File: config.mk
export PLATFORM = sky130hd
export DESIGN_NAME = extended_stack_instr_exec
export DESIGN_NICKNAME = d
export VERILOG_FILES = /design/src/xstack_pkg.sv /design/src/extended_stack_instr_exec.sv
export VERILOG_INCLUDE_DIRS = /design/src /design/src/src
export SDC_FILE = /design/constraint.sdc
export NUM_CORES = 1
export LEC_CHECK = 0
export BUFFER_PORTS_ARGS = -buffer_cell sky130_fd_sc_hd__buf_2
export CAP_MARGIN = 20
export CORE_ASPECT_RATIO = 0.9
export CORE_MARGIN = 5
export CORE_UTILIZATION = 56
export DETAILED_ROUTE_END_ITERATION = 16
export GPL_ROUTABILITY_DRIVEN = 0
export GPL_TIMING_DRIVEN = 0
export PLACE_DENSITY = 0.91
export SYNTH_ARGS = -nofsm -noshare
export SYNTH_HDL_FRONTEND = slang
export SYNTH_SLANG_ARGS = --single-unit
File: constraint.sdc
create_clock -name sys_clk -period 4.9 [get_ports sys_clk]
set_clock_uncertainty 0.15 [all_clocks]
set_input_delay 0.735 -clock sys_clk [delete_from_list [all_inputs] [get_ports sys_clk]]
set_output_delay 0.735 -clock sys_clk [all_outputs]
set_load 0.01 [all_outputs]
File: src/xstack_map.svh
// Constants for the stack-oriented extended instruction decoder
// What this block does
// - Extension off until config bit set
// - Extended opcodes decode only when enabled
// - Add literal to frame pointer, return, two cycles
// - Add-and-return encoding 1110 1000 11kk kkkk
// - Subtract literal from pointer, return, two cycles
// - Subtract-and-return encoding 1110 1001 11kk kkkk
// - Short move: indexed source to 12-bit destination
// - Short move words 1110 1011 0zzz, 1111 ffff
// - Short forms force top two address bits zero
// - Long move: indexed source, 14-bit destination, three cycles
// - Long move opcode then two 1111 words
// - Long move: indirect source reads zero
// - Indexed-to-indexed move, two words, two cycles
// - Pair move words 1110 1011 1zzz, 1111 xzzz
// - Pair move: indirect source reads zero
// - Pair move to indirect destination writes nothing
// - Push literal at pointer, then decrement, one cycle
// - Push encoding 1110 1010 kkkk kkkk
// - Stray 1111 words execute as no-operation
// - Program counter change adds one no-operation cycle
`ifndef XSTACK_MAP_SVH
`define XSTACK_MAP_SVH
`define AW 14
`define FP_RESET 14'h0000
`define EXT_EN_RESET 1'b0
// Opcode patterns, compared on the high byte, on masked fields or, for OP_LONG, on the whole word
`define OP_ADD_RET 10'h3A3
`define OP_SUB_RET 10'h3A7
`define OP_MOVE_GRP 8'hEB
`define OP_PUSH 8'hEA
`define OP_LONG 16'h0062
`define OP_TAIL 4'hF
// Data addresses of the indirect ports and of the return-path registers
`define IND_LO 14'h0FDB
`define IND_HI 14'h0FEF
`define ADDR_PROG_COUNTER_LOW 14'h0FF9
`define ADDR_STACK_TOP_LOW 14'h0FFD
`define ADDR_STACK_TOP_HIGH 14'h0FFE
`define ADDR_STACK_TOP_UPPER 14'h0FFF
`define ZERO_BYTE 8'h00
`endif

File: src/xstack_pkg.sv
// Types shared by the extended instruction decoder
package xstack_pkg;
  // One data memory access: enable, byte address and write data
  typedef struct packed {
    logic en;
    logic [13:0] addr;
    logic [7:0] data;
  } mem_acc_t;

  // Execution state of the decoder
  typedef enum logic [2:0] {
    ST_DECODE,
    ST_SHORT2,
    ST_LONG2,
    ST_LONG3,
    ST_PAIR2,
    ST_RET_NOP
  } exec_state_t;
endpackage
File: src/extended_stack_instr_exec.sv
// Decode and execution of the frame-pointer based extended instructions
`timescale 1ns/1ps
`default_nettype none
`include "xstack_map.svh"

module extended_stack_instr_exec (
  input wire logic sys_clk,
  input wire logic arst_n,
  input wire logic instr_extension_enable,
  input wire logic fetch_valid,
  input wire logic [15:0] fetch_word,
  input wire logic [7:0] rd_data,
  input wire logic fp_wr_en,
  input wire logic [13:0] fp_wr_data,
  output xstack_pkg::mem_acc_t rd_q,
  output xstack_pkg::mem_acc_t wr_q,
  output logic [13:0] frame_pointer_q,
  output logic ext_hit_q,
  output logic pc_from_stack_q,
  output logic nop_slot_q
);

  // ==========================================================
  // Helper functions
  // Frame-relative address; the sum wraps within the pointer width
  function automatic logic [13:0] idx_addr(input logic [13:0] base, input logic [6:0] off, input logic short_form);
    logic [13:0] sum;
    sum = base + {7'h00, off};
    idx_addr = short_form ? {2'b00, sum[11:0]} : sum;
  endfunction

  function automatic logic is_indirect(input logic [13:0] a);
    is_indirect = (a >= `IND_LO) && (a <= `IND_HI);
  endfunction

  // Writing these would corrupt the return path, so long and pair moves drop such stores; short moves still write them
  function automatic logic is_guarded(input logic [13:0] a);
    is_guarded = (a == `ADDR_PROG_COUNTER_LOW) || (a == `ADDR_STACK_TOP_LOW)
      || (a == `ADDR_STACK_TOP_HIGH) || (a == `ADDR_STACK_TOP_UPPER);
  endfunction

  // ==========================================================
  // Enable synchroniser; the configuration bit is a pin level
  logic en_meta_q;
  logic en_q;
  always_ff @(posedge sys_clk or negedge arst_n)
  begin
    if (!arst_n)
    begin
      en_meta_q <= `EXT_EN_RESET;
      en_q <= `EXT_EN_RESET;
    end
    else
    begin
      en_meta_q <= instr_extension_enable;
      en_q <= en_meta_q;
    end
  end

  // ==========================================================
  // First-word decode
  xstack_pkg::exec_state_t state_q;
  xstack_pkg::exec_state_t state_d;
  logic [13:0] dest_q;
  logic src_ind_q;
  logic [7:0] src_hold_q;

  wire in_decode = (state_q == xstack_pkg::ST_DECODE) && fetch_valid && en_q;
  wire [7:0] hi_byte = fetch_word[15:8];
  wire dec_add_ret = in_decode && (fetch_word[15:6] == `OP_ADD_RET);
  wire dec_sub_ret = in_decode && (fetch_word[15:6] == `OP_SUB_RET);
  wire dec_short = in_decode && (hi_byte == `OP_MOVE_GRP) && !fetch_word[7];
  wire dec_pair = in_decode && (hi_byte == `OP_MOVE_GRP) && fetch_word[7];
  wire dec_push = in_decode && (hi_byte == `OP_PUSH);
  wire dec_long = in_decode && (fetch_word == `OP_LONG);
  // A lone tail word matches no pattern above and passes as a no-operation
  wire tail_word = fetch_word[15:12] == `OP_TAIL;
  wire dec_any = dec_add_ret | dec_sub_ret | dec_short | dec_pair | dec_push | dec_long;

  // Source addresses for the reads issued on first and second words
  wire [13:0] short_src = idx_addr(frame_pointer_q, fetch_word[6:0], 1'b1);
  wire [13:0] long_src = idx_addr(frame_pointer_q, fetch_word[8:2], 1'b0);
  wire [13:0] pair_dest = idx_addr(frame_pointer_q, fetch_word[6:0], 1'b1);
  wire [13:0] long_dest = {dest_q[13:12], fetch_word[11:0]};
  wire [7:0] src_byte = rd_q.en ? rd_data : src_hold_q;
  wire [7:0] src_value = src_ind_q ? `ZERO_BYTE : src_byte;

  // Tail words advance the sequence only when they carry the 1111 prefix
  wire tail_ok = fetch_valid && tail_word && en_q;
  wire short_done = (state_q == xstack_pkg::ST_SHORT2) && tail_ok;
  wire long_step2 = (state_q == xstack_pkg::ST_LONG2) && tail_ok;
  wire long_done = (state_q == xstack_pkg::ST_LONG3) && tail_ok;
  wire pair_done = (state_q == xstack_pkg::ST_PAIR2) && tail_ok;
  wire [13:0] short_dest = {2'b00, fetch_word[11:0]};
  wire pair_write = pair_done && !is_indirect(pair_dest) && !is_guarded(pair_dest);
  wire long_write = long_done && !is_guarded(long_dest);
  wire ret_now = dec_add_ret || dec_sub_ret;

  // ==========================================================
  // Sequencer
  always_comb
  begin
    state_d = state_q;
    unique case (state_q)
      xstack_pkg::ST_DECODE:
      begin
        if (ret_now)
          state_d = xstack_pkg::ST_RET_NOP;
        else if (dec_short)
          state_d = xstack_pkg::ST_SHORT2;
        else if (dec_long)
          state_d = xstack_pkg::ST_LONG2;
        else if (dec_pair)
          state_d = xstack_pkg::ST_PAIR2;
      end
      xstack_pkg::ST_SHORT2:
        if (short_done || !en_q)
          state_d = xstack_pkg::ST_DECODE;
      xstack_pkg::ST_LONG2:
        if (!en_q)
          state_d = xstack_pkg::ST_DECODE;
        else if (long_step2)
          state_d = xstack_pkg::ST_LONG3;
      xstack_pkg::ST_LONG3:
        if (long_done || !en_q)
          state_d = xstack_pkg::ST_DECODE;
      xstack_pkg::ST_PAIR2:
        if (pair_done || !en_q)
          state_d = xstack_pkg::ST_DECODE;
      xstack_pkg::ST_RET_NOP:
        state_d = xstack_pkg::ST_DECODE;
    endcase
  end

  always_ff @(posedge sys_clk or negedge arst_n)
  begin
    if (!arst_n)
      state_q <= xstack_pkg::ST_DECODE;
    else
      state_q <= state_d;
  end

  // ==========================================================
  // Frame pointer; the core's own load wins over extended updates
  logic [13:0] fp_d;
  always_comb
  begin
    fp_d = frame_pointer_q;
    if (fp_wr_en)
      fp_d = fp_wr_data;
    else if (dec_add_ret)
      fp_d = frame_pointer_q + {8'h00, fetch_word[5:0]};
    else if (dec_sub_ret)
      fp_d = frame_pointer_q - {8'h00, fetch_word[5:0]};
    else if (dec_push)
      fp_d = frame_pointer_q - 14'h0001;
  end

  always_ff @(posedge sys_clk or negedge arst_n)
  begin
    if (!arst_n)
      frame_pointer_q <= `FP_RESET;
    else
      frame_pointer_q <= fp_d;
  end

  // ==========================================================
  // Operand holding between words; read data is kept once it is returned
  always_ff @(posedge sys_clk or negedge arst_n)
  begin
    if (!arst_n)
    begin
      dest_q <= 14'h0000;
      src_ind_q <= 1'b0;
      src_hold_q <= 8'h00;
    end
    else
    begin
      if (rd_q.en)
        src_hold_q <= rd_data;
      if (dec_short || dec_pair)
      begin
        src_ind_q <= is_indirect(short_src);
      end
      if (long_step2)
      begin
        src_ind_q <= is_indirect(long_src);
        dest_q <= {fetch_word[1:0], 12'h000};
      end
    end
  end

  // ==========================================================
  // Memory requests: reads at source resolution, writes at completion
  xstack_pkg::mem_acc_t rd_d;
  xstack_pkg::mem_acc_t wr_d;
  always_comb
  begin
    rd_d = '0;
    wr_d = '0;
    if (dec_short || dec_pair)
    begin
      rd_d.en = 1'b1;
      rd_d.addr = short_src;
    end
    else if (long_step2)
    begin
      rd_d.en = 1'b1;
      rd_d.addr = long_src;
    end
    if (dec_push)
    begin
      wr_d.en = 1'b1;
      wr_d.addr = frame_pointer_q;
      wr_d.data = fetch_word[7:0];
    end
    else if (short_done)
    begin
      wr_d.en = 1'b1;
      wr_d.addr = short_dest;
      wr_d.data = src_value;
    end
    else if (long_write)
    begin
      wr_d.en = 1'b1;
      wr_d.addr = long_dest;
      wr_d.data = src_value;
    end
    else if (pair_write)
    begin
      wr_d.en = 1'b1;
      wr_d.addr = pair_dest;
      wr_d.data = src_value;
    end
  end

  // Status strobes toward the core
  always_ff @(posedge sys_clk or negedge arst_n)
  begin
    if (!arst_n)
    begin
      rd_q <= '0;
      wr_q <= '0;
      ext_hit_q <= 1'b0;
      pc_from_stack_q <= 1'b0;
      nop_slot_q <= 1'b0;
    end
    else
    begin
      rd_q <= rd_d;
      wr_q <= wr_d;
      ext_hit_q <= dec_any;
      pc_from_stack_q <= ret_now;
      nop_slot_q <= ret_now;
    end
  end
endmodule
`default_nettype wire

==> results_dict.tcl <==
set metrics [dict create \
    grt_setup_unrepaired "true" \
    fmax_mhz 214 \
    nFillCells 683 \
    ys_seq_area_share_pct 35.7 \
    drive_gt1_share_pct 21.9 \
    finalHoldViolCount 0 \
    via_count 5029 \
    ys_types 65 \
    min_period_ps 4670 \
    finalSetupViolCount 0 \
    seq_area_mm2 0.00175 \
    critPathMaxFanout 9 \
    p_per_area_mw_per_mm2 268 \
    synthCells 556 \
    mostFrequentLayoutCell "buf_2" \
    clk_pin_slew_ps 90 \
    cellLeakagePower_nw 2.74 \
    htree_levels 3 \
    slew_headroom_pct 37.2 \
    pin_count 106 \
    async_flop_share_pct 100 \
    die_area_mm2 0.0107 \
    die_h_um 98.8 \
    synth_seq_cells 70 \
    crit_end "frame_pointer_q[13]" \
    numPortBuffers 96 \
    grtUsageTotal_pct 27.5 \
    finalCritPeriodShare_pct 95.2 \
    grt_util_met2_pct 44.6 \
    routed_via_density 6.33 \
    cts_tree "done" \
    num_rows 32 \
    slew_violations 0 \
    r2r_slack_ps 230 \
    preCtsSetupSlack_ps -107 \
    layout.nets 745 \
    dr.first_iter.drc_count 570 \
    n_antenna_cell 0 \
    timing.rr.end "frame_pointer_q[13]" \
    crit_path_end_kind "flop" \
    cts.repair.resized 0 \
    die_w_um 109 \
    peakVddDrop_v 0.000163 \
    syn_area_per_cell_um2 8.83 \
    grt_pass1_vias 4884 \
    status "complete, no violations" \
    grt_pass1_wl_um 23400 \
    yosysTopAreaCellShare_pct 35.7 \
    p_total_w 0.00156 \
    coreArea_mm2 0.00857 \
    grt_overflow 0 \
    worstSkewPairLatency_ps 370 \
    synthTopCellsByArea "dfrtp_1 (36%), ha_1 (7.4%), nand2_1 (5.4%)" \
    cp.required_ps 5060 \
    layout_common_cells "buf_2 (95), nand2_1 (70), dfrtp_1 (70), nor2_1 (39), o21ai_0 (38)" \
    antenna_found_initial 0 \
    grt_use_met3_pct 6.68 \
    ys_warn_count 0 \
    area_growth_pct 18.5 \
    cts.sinks 70 \
    wire_per_inst_um 18.5 \
    root_buffer "clkbuf_8" \
    synth-edff-count 0 \
    fin_cells 794 \
    grtUsageMet1_pct 34.8 \
    grt_max_degree 71 \
    routed_wirelength_um 14700 \
    tightest_slew_ps 936 \
    crit_path_start_kind "flop" \
    drv_cap 0 \
    critPathKind "reg -> reg" \
    dp.cells 778 \
    startpoint "state_q[0]" \
    ys.flop_type "dfrtp_1" \
    numCtsBuffers 9 \
    syn-cell-area_mm2 0.00491 \
    hpwl_um 11100 \
    top_usage_layer "met2" \
    hp-class "reg -> reg" \
    multi_input_area_mm2 0.00295 \
    ff2ff_path_depth 19 \
    cts_hold_buf 0 \
    drc 0 \
    final_antenna_net_count 0 \
    r2r_start "state_q[0]" \
    layout_setup_ws_ps 234 \
    synth_largest_area_cell "dfrtp_1" \
    arrival_ps 4830 \
    cts.path.max_buffers 2 \
    post_cts_buffers 0 \
    initial_core_util_pct 57.3 \
    first_pass_iters 11 \
]
## Yosys cell counts, types with 9 or more instances
cell	instances
clkbuf_1	23
a21oi_1	33
mux2_2	12
a211oi_1	10
buf_4	9
nand2_1	70
nor2_1	39
inv_1	18
dfrtp_1	70
a22oi_1	9
xnor2_1	11
nor3_1	14
nand3_1	15
o311ai_0	13
o21ai_0	39
ha_1	29
## registers in the layout, indices dropped and copies added (netlist names), 2 cells and up
register         count
state_q              3
frame_pointer_q     14
wr_q                23
rd_q                15
src_hold_q           8
dest_q               2
## routing by layer
layer	part of all wire, %	wire [um]
met2	47	6910
met3	12	1730
met4	3.6	533
met5	0	0
met1	38	5530
## kinds of logic after synthesis
group | after synthesis | synth area share (%)
compound gates | 169 | 23.7
simple gates | 191 | 19.2
other cells | 1 | 0.0764
mux | 20 | 4.39
xor+xnor | 18 | 3.21
fa+ha+maj | 32 | 8.62
flops | 70 | 35.7
buf+inv | 55 | 5.05
## layout make-up
cell class,count,area share (%)
multi-input cells,438,50.7
flip-flops and latches,70,30.1
repair buffers,97,8.39
plain buffers,35,2.97
well taps,119,2.56
clock buffers,9,2.13
clock inverters,7,1.81
inverters,19,1.29
## through the flow
stage	setup TNS [ps]	util [%]	area, um^2	hold WS, ps
4_1_cts	0	67.6	5790	204
3_3_place_gp	0	64.9	5560	184
5_1_grt	-22.2	67.9	5820	208
6_report	0	67.9	5820	201
3_5_place_dp	-115	65.0	5570	187
2_1_floorplan	0	-	4930	181
## power breakdown
group	switching [W]	internal, W	total, W
Sequential	0.0000325	0.000597	0.000629
Clock	0.000253	0.000294	0.000548
Combinational	0.000236	0.000146	0.000382
Total	0.000522	0.00104	0.00156
## worst max-delay path, cell delays in order, from the launching register on
cell	delay, ps
dfrtp_1	390
buf_6	140
nor4_4	320
and4_4	300
nand2_1	200
clkinvlp_4	220
nand3_1	100
ha_1	320
nand2_1	110
nand2_1	70
a211oi_1	380
a211oi_2	80
ha_1	350
o21a_1	140
o21a_1	140
nand2_1	110
a311oi_2	360
mux2_2	390
a311o_1	260
nand3_1	80
## worst min-delay path by stage
stage | cells after the start | startpoint | slack (ps) | endpoint
final | 0 | en_meta_q | 200 | en_q
after global routing | 0 | en_meta_q | 210 | en_q
after CTS | 0 | en_meta_q | 200 | en_q
after detailed placement | 0 | en_meta_q | 190 | en_q
after global placement | 0 | en_meta_q | 180 | en_q
after floorplan | 0 | en_meta_q | 180 | en_q
(Power assumes the default switching activity.)
